### config.mk
export PLATFORM = sky130hd
export DESIGN_NAME = soa_amp_ctrl
export DESIGN_NICKNAME = d
export VERILOG_FILES = /design/src/design/soa_amp_ctrl.v
export VERILOG_INCLUDE_DIRS = /design/src /design/src/design
export SDC_FILE = /design/constraint.sdc
export NUM_CORES = 1
export LEC_CHECK = 0
export BUFFER_PORTS_ARGS = -buffer_cell sky130_fd_sc_hd__buf_2
export CAP_MARGIN = 15
export CELL_PAD_IN_SITES_DETAIL_PLACEMENT = 0
export CELL_PAD_IN_SITES_GLOBAL_PLACEMENT = 2
export CORE_AREA = 5 5 118 97
export DETAILED_ROUTE_END_ITERATION = 10
export DIE_AREA = 0 0 123 102
export GPL_TIMING_DRIVEN = 0
export HOLD_SLACK_MARGIN = 0.12
export PLACE_DENSITY_LB_ADDON = 0.1
export SYNTH_ARGS = -nofsm -noshare
export SYNTH_HDL_FRONTEND = slang
export SYNTH_SLANG_ARGS = --single-unit
export TNS_END_PERCENT = 100
### constraint.sdc
create_clock -name clk_sys_in -period 11.7 [get_ports clk_sys_in]
set_input_delay 3.51 -clock clk_sys_in [delete_from_list [all_inputs] [get_ports clk_sys_in]]
set_output_delay 3.51 -clock clk_sys_in [all_outputs]
set_load 0.01 [all_outputs]
### src/design/soa_defs.vh
// constants for the output amplifier control block
`ifndef SOA_DEFS_VH
`define SOA_DEFS_VH
`define SOA_CODE_W        4
`define SOA_CODE_MIN      4'h0
`define SOA_CODE_MAX      4'hF
`define SOA_SRC_ARRAY     1'b0
`define SOA_SRC_EXT       1'b1
`define SOA_ACC_W         12
`define SOA_ACC_FRAC      7
`define SOA_SLOW_PULSES   100
`define SOA_RST_GAIN      4'h0
`define SOA_RST_OFFSET    12'h000
`endif

### src/design/soa_amp_ctrl.v
// digital control model of the programmable output amplifier
// Contract
// RULE1 - sel high takes external pin, else array
// RULE2 - four-bit gain code, lsb bit zero
// RULE3 - unity mode overrides the gain code
// RULE4 - slow pulses step offset, converge ~100; code steps 1/128 of the gap, ~128 pulse constant
// RULE5 - controller presents zero reference at fall
// RULE6 - slow high: dac/out; low: cap/in-
// RULE7 - fast calibration only with unity high; dac_to_cap_out follows calib_fast_in with unity low too
// RULE8 - controller holds zero reference during fast
// RULE9 - fast high connects dac to capacitor
// RULE10 - four-bit offset code spans low..high reference
// RULE11 - fast calibration once per frame
// RULE12 - one slow pulse per row blanking
// RULE13 - input and code stable around calibration
// RULE14 - controller holds control pins static
`timescale 1ns/100ps
`default_nettype none
`include "soa_defs.vh"
module soa_amp_ctrl #(
	parameter integer SLOW_PULSES = `SOA_SLOW_PULSES
) (
	input  wire       clk_sys_in,
	input  wire       rst_b_in,
	input  wire       ce_in,
	input  wire       sel_extin_in,
	input  wire       amp_gain_code_b0_in,
	input  wire       amp_gain_code_b1_in,
	input  wire       amp_gain_code_b2_in,
	input  wire       amp_gain_code_b3_in,
	input  wire       unity_mode_in,
	input  wire       calib_slow_in,
	input  wire       calib_fast_in,
	input  wire       offset_code_b0_in,
	input  wire       offset_code_b1_in,
	input  wire       offset_code_b2_in,
	input  wire       offset_code_b3_in,
	output reg        src_ext_out,
	output reg  [3:0] gain_code_out,
	output reg        unity_out,
	output reg        st2_to_dac_out,
	output reg        st2_to_cap_out,
	output reg        dac_to_cap_out,
	output reg  [3:0] offset_level_out,
	output reg        calib_done_out
);
	// pins are asynchronous to clk_sys_in: two flops each before use
	localparam integer NP    = 12;
	localparam integer ACC_W = `SOA_ACC_W;

	wire [NP-1:0]    pins;
	wire [NP-1:0]    sync2;
	wire             s_sel;
	wire [3:0]       s_gain;
	wire             s_unity;
	wire             s_slow;
	wire             s_fast;
	wire [3:0]       s_code;
	wire [ACC_W-1:0] target;
	wire             slow_fall;
	wire             fast_on;
	wire             fast_rise;
	reg              slow_q;
	reg              fast_q;
	reg  [ACC_W-1:0] acc;
	reg  [ACC_W-1:0] next_acc;

	assign pins = {offset_code_b3_in, offset_code_b2_in, offset_code_b1_in,
		offset_code_b0_in, calib_fast_in, calib_slow_in, unity_mode_in,
		amp_gain_code_b3_in, amp_gain_code_b2_in, amp_gain_code_b1_in,
		amp_gain_code_b0_in, sel_extin_in};

	// one synchroniser per pin; only the second flop is read downstream
	genvar i;
	generate
		for (i = 0; i < NP; i = i + 1) begin : g_sync
			reg meta;
			reg stable;
			always @(posedge clk_sys_in) begin
				if (!rst_b_in) begin
					meta   <= 1'b0;
					stable <= 1'b0;
				end else if (ce_in) begin
					meta   <= pins[i];
					stable <= meta;
				end
			end
			assign sync2[i] = stable;
		end
	endgenerate

	// bit b0 is the lsb of both four-bit codes
	function [3:0] pack4;
		input b0;
		input b1;
		input b2;
		input b3;
		begin
			pack4 = {b3, b2, b1, b0};
		end
	endfunction

	assign s_sel     = sync2[0];
	assign s_gain    = pack4(sync2[1], sync2[2], sync2[3], sync2[4]); // RULE2
	assign s_unity   = sync2[5];
	assign s_slow    = sync2[6];
	assign s_fast    = sync2[7];
	assign s_code    = pack4(sync2[8], sync2[9], sync2[10], sync2[11]); // RULE10
	assign target    = {s_code, {(ACC_W-4){1'b0}}};
	assign slow_fall = slow_q & ~s_slow;
	assign fast_on   = s_fast & s_unity; // RULE7
	assign fast_rise = fast_on & ~fast_q;

	// first-order step toward target: 1/128 of the gap per pulse, ~128 pulse constant
	// a minimum step of one lsb keeps the last bits from stalling short of target
	function [`SOA_ACC_W-1:0] step_to;
		input [`SOA_ACC_W-1:0] cur;
		input [`SOA_ACC_W-1:0] tgt;
		reg   [`SOA_ACC_W-1:0] d;
		begin
			d = 12'h000;
			if (tgt > cur) begin
				d = (tgt - cur) >> `SOA_ACC_FRAC;
				step_to = cur + ((d == 12'h000) ? 12'h001 : d);
			end else if (tgt < cur) begin
				d = (cur - tgt) >> `SOA_ACC_FRAC;
				step_to = cur - ((d == 12'h000) ? 12'h001 : d);
			end else begin
				step_to = cur;
			end
		end
	endfunction

	// fast wins over a slow fall in the same cycle
	always @* begin
		next_acc = acc;
		if (fast_on) begin
			next_acc = target; // RULE7
		end else if (slow_fall) begin
			next_acc = step_to(acc, target); // RULE4
		end
	end

	// edge history of the calibration controls
	always @(posedge clk_sys_in) begin
		if (!rst_b_in) begin
			slow_q <= 1'b0;
			fast_q <= 1'b0;
		end else if (ce_in) begin
			slow_q <= s_slow;
			fast_q <= fast_on;
		end
	end

	// offset accumulator
	always @(posedge clk_sys_in) begin
		if (!rst_b_in) begin
			acc <= `SOA_RST_OFFSET;
		end else if (ce_in) begin
			acc <= next_acc; // RULE4 RULE7
		end
	end

	// input source and gain routing
	always @(posedge clk_sys_in) begin
		if (!rst_b_in) begin
			src_ext_out   <= `SOA_SRC_ARRAY;
			gain_code_out <= `SOA_RST_GAIN;
			unity_out     <= 1'b0;
		end else if (ce_in) begin
			src_ext_out   <= s_sel ? `SOA_SRC_EXT : `SOA_SRC_ARRAY; // RULE1
			gain_code_out <= s_unity ? `SOA_CODE_MIN : s_gain; // RULE2 RULE3
			unity_out     <= s_unity; // RULE3
		end
	end

	// calibration switches follow their pins level for level
	always @(posedge clk_sys_in) begin
		if (!rst_b_in) begin
			st2_to_dac_out <= 1'b0;
			st2_to_cap_out <= 1'b1;
			dac_to_cap_out <= 1'b0;
		end else if (ce_in) begin
			st2_to_dac_out <= s_slow; // RULE6
			st2_to_cap_out <= ~s_slow; // RULE6
			dac_to_cap_out <= s_fast; // RULE9
		end
	end

	// offset level and step pulse; a held fast request reports one step only
	always @(posedge clk_sys_in) begin
		if (!rst_b_in) begin
			offset_level_out <= `SOA_CODE_MIN;
			calib_done_out   <= 1'b0;
		end else if (ce_in) begin
			offset_level_out <= next_acc[ACC_W-1:ACC_W-4]; // RULE10
			calib_done_out   <= fast_rise | slow_fall; // RULE4 RULE7
		end
	end

endmodule // soa_amp_ctrl
`default_nettype wire

-- After elaboration in Yosys (flattened, before gate mapping)
Index checks and enable logic that the tools add are counted.
- register bits: 47
- output and inout port bits: 14
- word-level logic and storage cells: 59
- $add $sub $neg: 4
- order comparisons: 2
- mux-type cells: 8
- bitwise operators: 6
- reduce and logical (&&, ||, !) cells: 5
- operator list (operator ; count):
    2-to-1 mux 12 bit ; 4
    zero test 12 bit ; 2
    subtractor 12 bit ; 2
    adder 12 x 5 -> 12 bit ; 1
    greater-than comparator 12 bit ; 1
    < comparator 12 bit ; 1
    subtractor 12 x 5 -> 12 bit ; 1
    2-to-1 mux 5 bit ; 2
    2-to-1 mux 4 bit ; 1
    bitwise AND 1 bit ; 3
    AND reduction 3 bit ; 1
    nonzero test 3 bit ; 1
    NOT 1 bit ; 2
    nonzero test 2 bit ; 1
    2-to-1 mux 1 bit ; 1
    OR 1 bit ; 1

-- Logic depth before layout (Yosys ltp)
- word-level depth: 8
- depth in mapped cells: 20
- gate-level depth less buffers: 19

-- Worst setup path before layout
Ideal clock, no wire load.
- path type: in2reg
- start: input ce_in
- end: register g_sync[1].stable
- setup time: 116 ps
- arrival: 4434 ps
- required time: 11584 ps
- slack: 7150 ps
- stages: 5
- buffers on the path: 3
- cells stage by stage: clkbuf_1 -> buf_2 -> buf_2 -> mux2i_1 -> nor2b_1
- RTL lines (item ; line ; source):
    from (decl) ; soa_amp_ctrl.v:25 ; input wire ce_in,
    to (signal assigned) ; soa_amp_ctrl.v:85 ; stable <= meta;
    to (decl) ; soa_amp_ctrl.v:78 ; reg stable;

-- Final worst setup path
- start: input ce_in
- end: register offset_level_out[2]
- word-level cells in the longest chain between the ends: 1
- RTL lines (item ; line ; source):
    AND reduction 3 bit (no source line) ; -- ;
    to (signal assigned) ; soa_amp_ctrl.v:193 ; offset_level_out <= `SOA_CODE_MIN;
    to (signal assigned) ; soa_amp_ctrl.v:196 ; offset_level_out <= next_acc[ACC_W-1:ACC_W-4];
    to (decl) ; soa_amp_ctrl.v:44 ; output reg [3:0] offset_level_out,
Every way passes these cells.
A chain may end at the register's enable or synchronous reset.

==> results.sh <==
export IMPL_insertion_delay_ps=280
export IMPL_synth_fp_nets=364
export IMPL_cp_required_ps=11840
export IMPL_cts_sinks=47
export IMPL_dpl_hpwl_um=5850
export IMPL_crit_start="ce_in"
export IMPL_drt_initial_drc_count=95
export IMPL_drive_above_1_share_pct=15.5
export IMPL_routed_wl_um=7370
export IMPL_max_slew_margin_pct=51.0
export IMPL_crit_path_end="offset_level_out[2]$_SDFFE_PN0P_"
export IMPL_cts_hold_buffers=0
export IMPL_syn_area_um2=2960
export IMPL_power_density_nw_per_um2=115
export IMPL_cts_buffers=5
export IMPL_grt_pass1_wl_um=12100
export IMPL_postCtsSetupRepairBufs=0
export IMPL_cts_tree="done"
export IMPL_cts_root_buf="clkbuf_16"
export IMPL_cts_max_level=2
export IMPL_finalHoldViolations=0
export IMPL_synthCells=327
export IMPL_fin_crit_sh_pct=40.1
export IMPL_final_nets=397
export IMPL_start_util_pct=29.3
export IMPL_cap_violations=0
export IMPL_clkTransAtPathRegs_ps=60
export IMPL_fin_crit_ps=4690
export IMPL_placementRows=33
export IMPL_cts_max_path_buffers=2
export IMPL_dp_slack_ps=6730
export IMPL_grt_pass1_vias=2251
export IMPL_setup_ws_ps=7010
export IMPL_dieWidth_um=123
export IMPL_synth_seq_cells=47
export IMPL_path_cells="clkbuf_1 > and3_1 > a31oi_1 > buf_4 > nand2_1 > o311ai_1 > a21oi_1"
export IMPL_antenna_found_initial=0
export IMPL_cp_arrival_ps=4830
export IMPL_irDropWorstVdd_v=0.0000480
export IMPL_final_common_cell="nor2b_1"
export IMPL_finClkSkew_ps=4.93
export IMPL_grt_ovfl_total=0
export IMPL_status="finished, final reports clean"
export IMPL_tightest_slew_ps=734
export IMPL_io_buffers=26
export IMPL_dieArea_um2=12500
export IMPL_ys_seq_area_share_pct=31.8
export IMPL_grt_start_max_net_pins=14
export IMPL_gp_congestion=0.760
export IMPL_fmax_mhz=213
export IMPL_ios=29
export IMPL_drtAntennaViolNets=0
export IMPL_worst_setup_path_end_kind="flop"
export IMPL_p_leak_nw=1.45
export IMPL_antennaDiodeCount=0
export IMPL_yosysWarnings=0
export IMPL_r2r_cells=19
export IMPL_cp_top_family="compound AO/OA/AOI/OAI gates"
export IMPL_worstSetupPathType="input pin to flop"
export IMPL_startpoint_type="input pin"
export IMPL_crit_buf_inv=2
export IMPL_firstDrtPassIters=4
export IMPL_core_area_um2=10100
export IMPL_grt_usage_pct=12.4
export IMPL_area_delta_synth_final_pct=15.0
export IMPL_syn_area_per_cell_um2=9.05
export IMPL_final_max_slew_viol_count=0
export IMPL_critPathMaxFanout=10
export IMPL_finalSetupViolations=0
export IMPL_hold_path_class="flop to flop"
export IMPL_cp_depth=7
export IMPL_num_vias=2304
export IMPL_finalSetupTns_ps=0
export IMPL_layout_common_cells="nor2b_1, dfxtp_1, buf_2, mux2i_1, ha_1"
export IMPL_wl_per_cell_um=14.7
export IMPL_slowest_stage="a31oi_1"
export IMPL_crit_path_max_incr_delay_ps=440
export IMPL_yosysUniqueCellTypes=55
export IMPL_worst_r2r_endpoint="offset_level_out[2]$_SDFFE_PN0P_"
export IMPL_die_y_um=102
export IMPL_cts_resized=0
export IMPL_rsz0062_at_grt="no"
export IMPL_drc=0
export IMPL_r2r_start="offset_level_out[1]$_SDFFE_PN0P_"
export IMPL_viasPerCell=4.60
export IMPL_reg2reg_slack_ps=7290
## per-stage QoR
step,cell area [um^2],total power [mW],hold slack [ps],std cells,utilization [%]
after floorplan,2960,0.237,476,327,-
after global placement,3270,0.258,490,493,32.3
after detailed placement,3270,0.258,492,493,32.3
after CTS,3400,0.397,509,501,33.6
after global routing,3400,0.415,533,501,33.6
final,3400,0.390,501,501,33.6
## area by class of cell
cell class	count	area [um^2]
fillers	1109	6710
multi-input cells	246	1860
flip-flops and latches	47	941
well taps	140	175
clock buffers	7	133
repair buffers	26	130
plain buffers	20	108
inverters	14	52.6
clock inverters	1	5.00
## where the power goes
| group | total [mW] | leakage [nW] | internal, mW | switching [mW] |
|---|---|---|---|---|
| sequential | 0.168 | 0.382 | 0.165 | 0.00337 |
| clock | 0.136 | 0.0679 | 0.0790 | 0.0574 |
| combinational | 0.0855 | 1.00 | 0.0395 | 0.0460 |
| total | 0.390 | 1.45 | 0.283 | 0.107 |
## worst min-delay path, stage by stage, from the launching register on
cell      delay, ps
dfxtp_1         320
nand2b_1         60
a21boi_0         70
## worst min path at each step
stage / slack, ps / to / start / depth (start not counted)
after global placement: 490 / gain_code_out[3]$_SDFFE_PN0P_ / g_sync[4].stable$_SDFFE_PN0P_ / 2
after CTS: 510 / st2_to_cap_out$_SDFFE_PN1P_ / st2_to_cap_out$_SDFFE_PN1P_ / 2
after floorplan: 480 / gain_code_out[0]$_SDFFE_PN0P_ / g_sync[1].stable$_SDFFE_PN0P_ / 2
final: 500 / slow_q$_SDFFE_PN0P_ / slow_q$_SDFFE_PN0P_ / 2
after global routing: 530 / st2_to_cap_out$_SDFFE_PN1P_ / st2_to_cap_out$_SDFFE_PN1P_ / 2
after detailed placement: 490 / st2_to_cap_out$_SDFFE_PN1P_ / st2_to_cap_out$_SDFFE_PN1P_ / 2
## sequential cells by signal, indices dropped and copies added, names as in the netlist
name and count:
acc 8, calib_done_out 1, dac_to_cap_out 1, fast_q 1, g_sync.meta 12, g_sync.stable 12, gain_code_out 4, offset_level_out 4
slow_q 1, src_ext_out 1, st2_to_cap_out 1, unity_out 1
## cell usage after synthesis, drive strengths merged
master	instances	area (um^2)
clkbuf	8	30.0
clkinv	1	3.75
or3	1	6.26
fa	2	40.0
o22a	2	18.8
ha	20	250
o211ai	3	27.5
o311ai	1	8.76
a22o	2	17.5
nand2	15	56.3
o21bai	4	33.8
o32a	1	10.0
and3	4	26.3
buf	12	77.6
nor2	11	41.3
nand4b	1	8.76
and2	3	20.0
a21o	7	52.6
a41o	1	10.0
a31oi	4	25.0
nor3	8	40.0
inv	13	48.8
o21ai	11	58.8
o21a	5	37.5
and4	2	17.5
nand3	5	35.0
xnor2	8	77.6
nor4	3	48.8
nand2b	3	18.8
xor2	9	78.8
a31o	1	8.76
a22oi	6	50.1
a211oi	2	15.0
a21oi	19	95.1
a21boi	3	22.5
mux2i	27	270
a32oi	2	17.5
nor2b	48	300
nand4	1	6.26
o31ai	1	7.51
dfxtp	47	941
## cell families after synthesis
kind of cell | after synthesis | synth area share, %
AND/OR/NAND/NOR | 105 | 21.1
AO/OA/AOI/OAI | 75 | 17.5
flip-flops | 47 | 31.8
buffers and inverters | 34 | 5.41
multiplexers | 27 | 9.13
adder cells (fa/ha/maj) | 22 | 9.81
XOR/XNOR | 17 | 5.28
## metal layers
| metal | vias up | GRT usage, % | wire length, um |
|---|---|---|---|
| li1 | 1215 | - | - |
| met1 | 1060 | 19.5 | 4140 |
| met2 | 24 | 17.4 | 2980 |
| met3 | 5 | 2.82 | 215 |
| met4 | 0 | 2.04 | 34 |
| met5 | - | 0 | 0 |
Note: power is estimated with default switching activity, not from simulation.
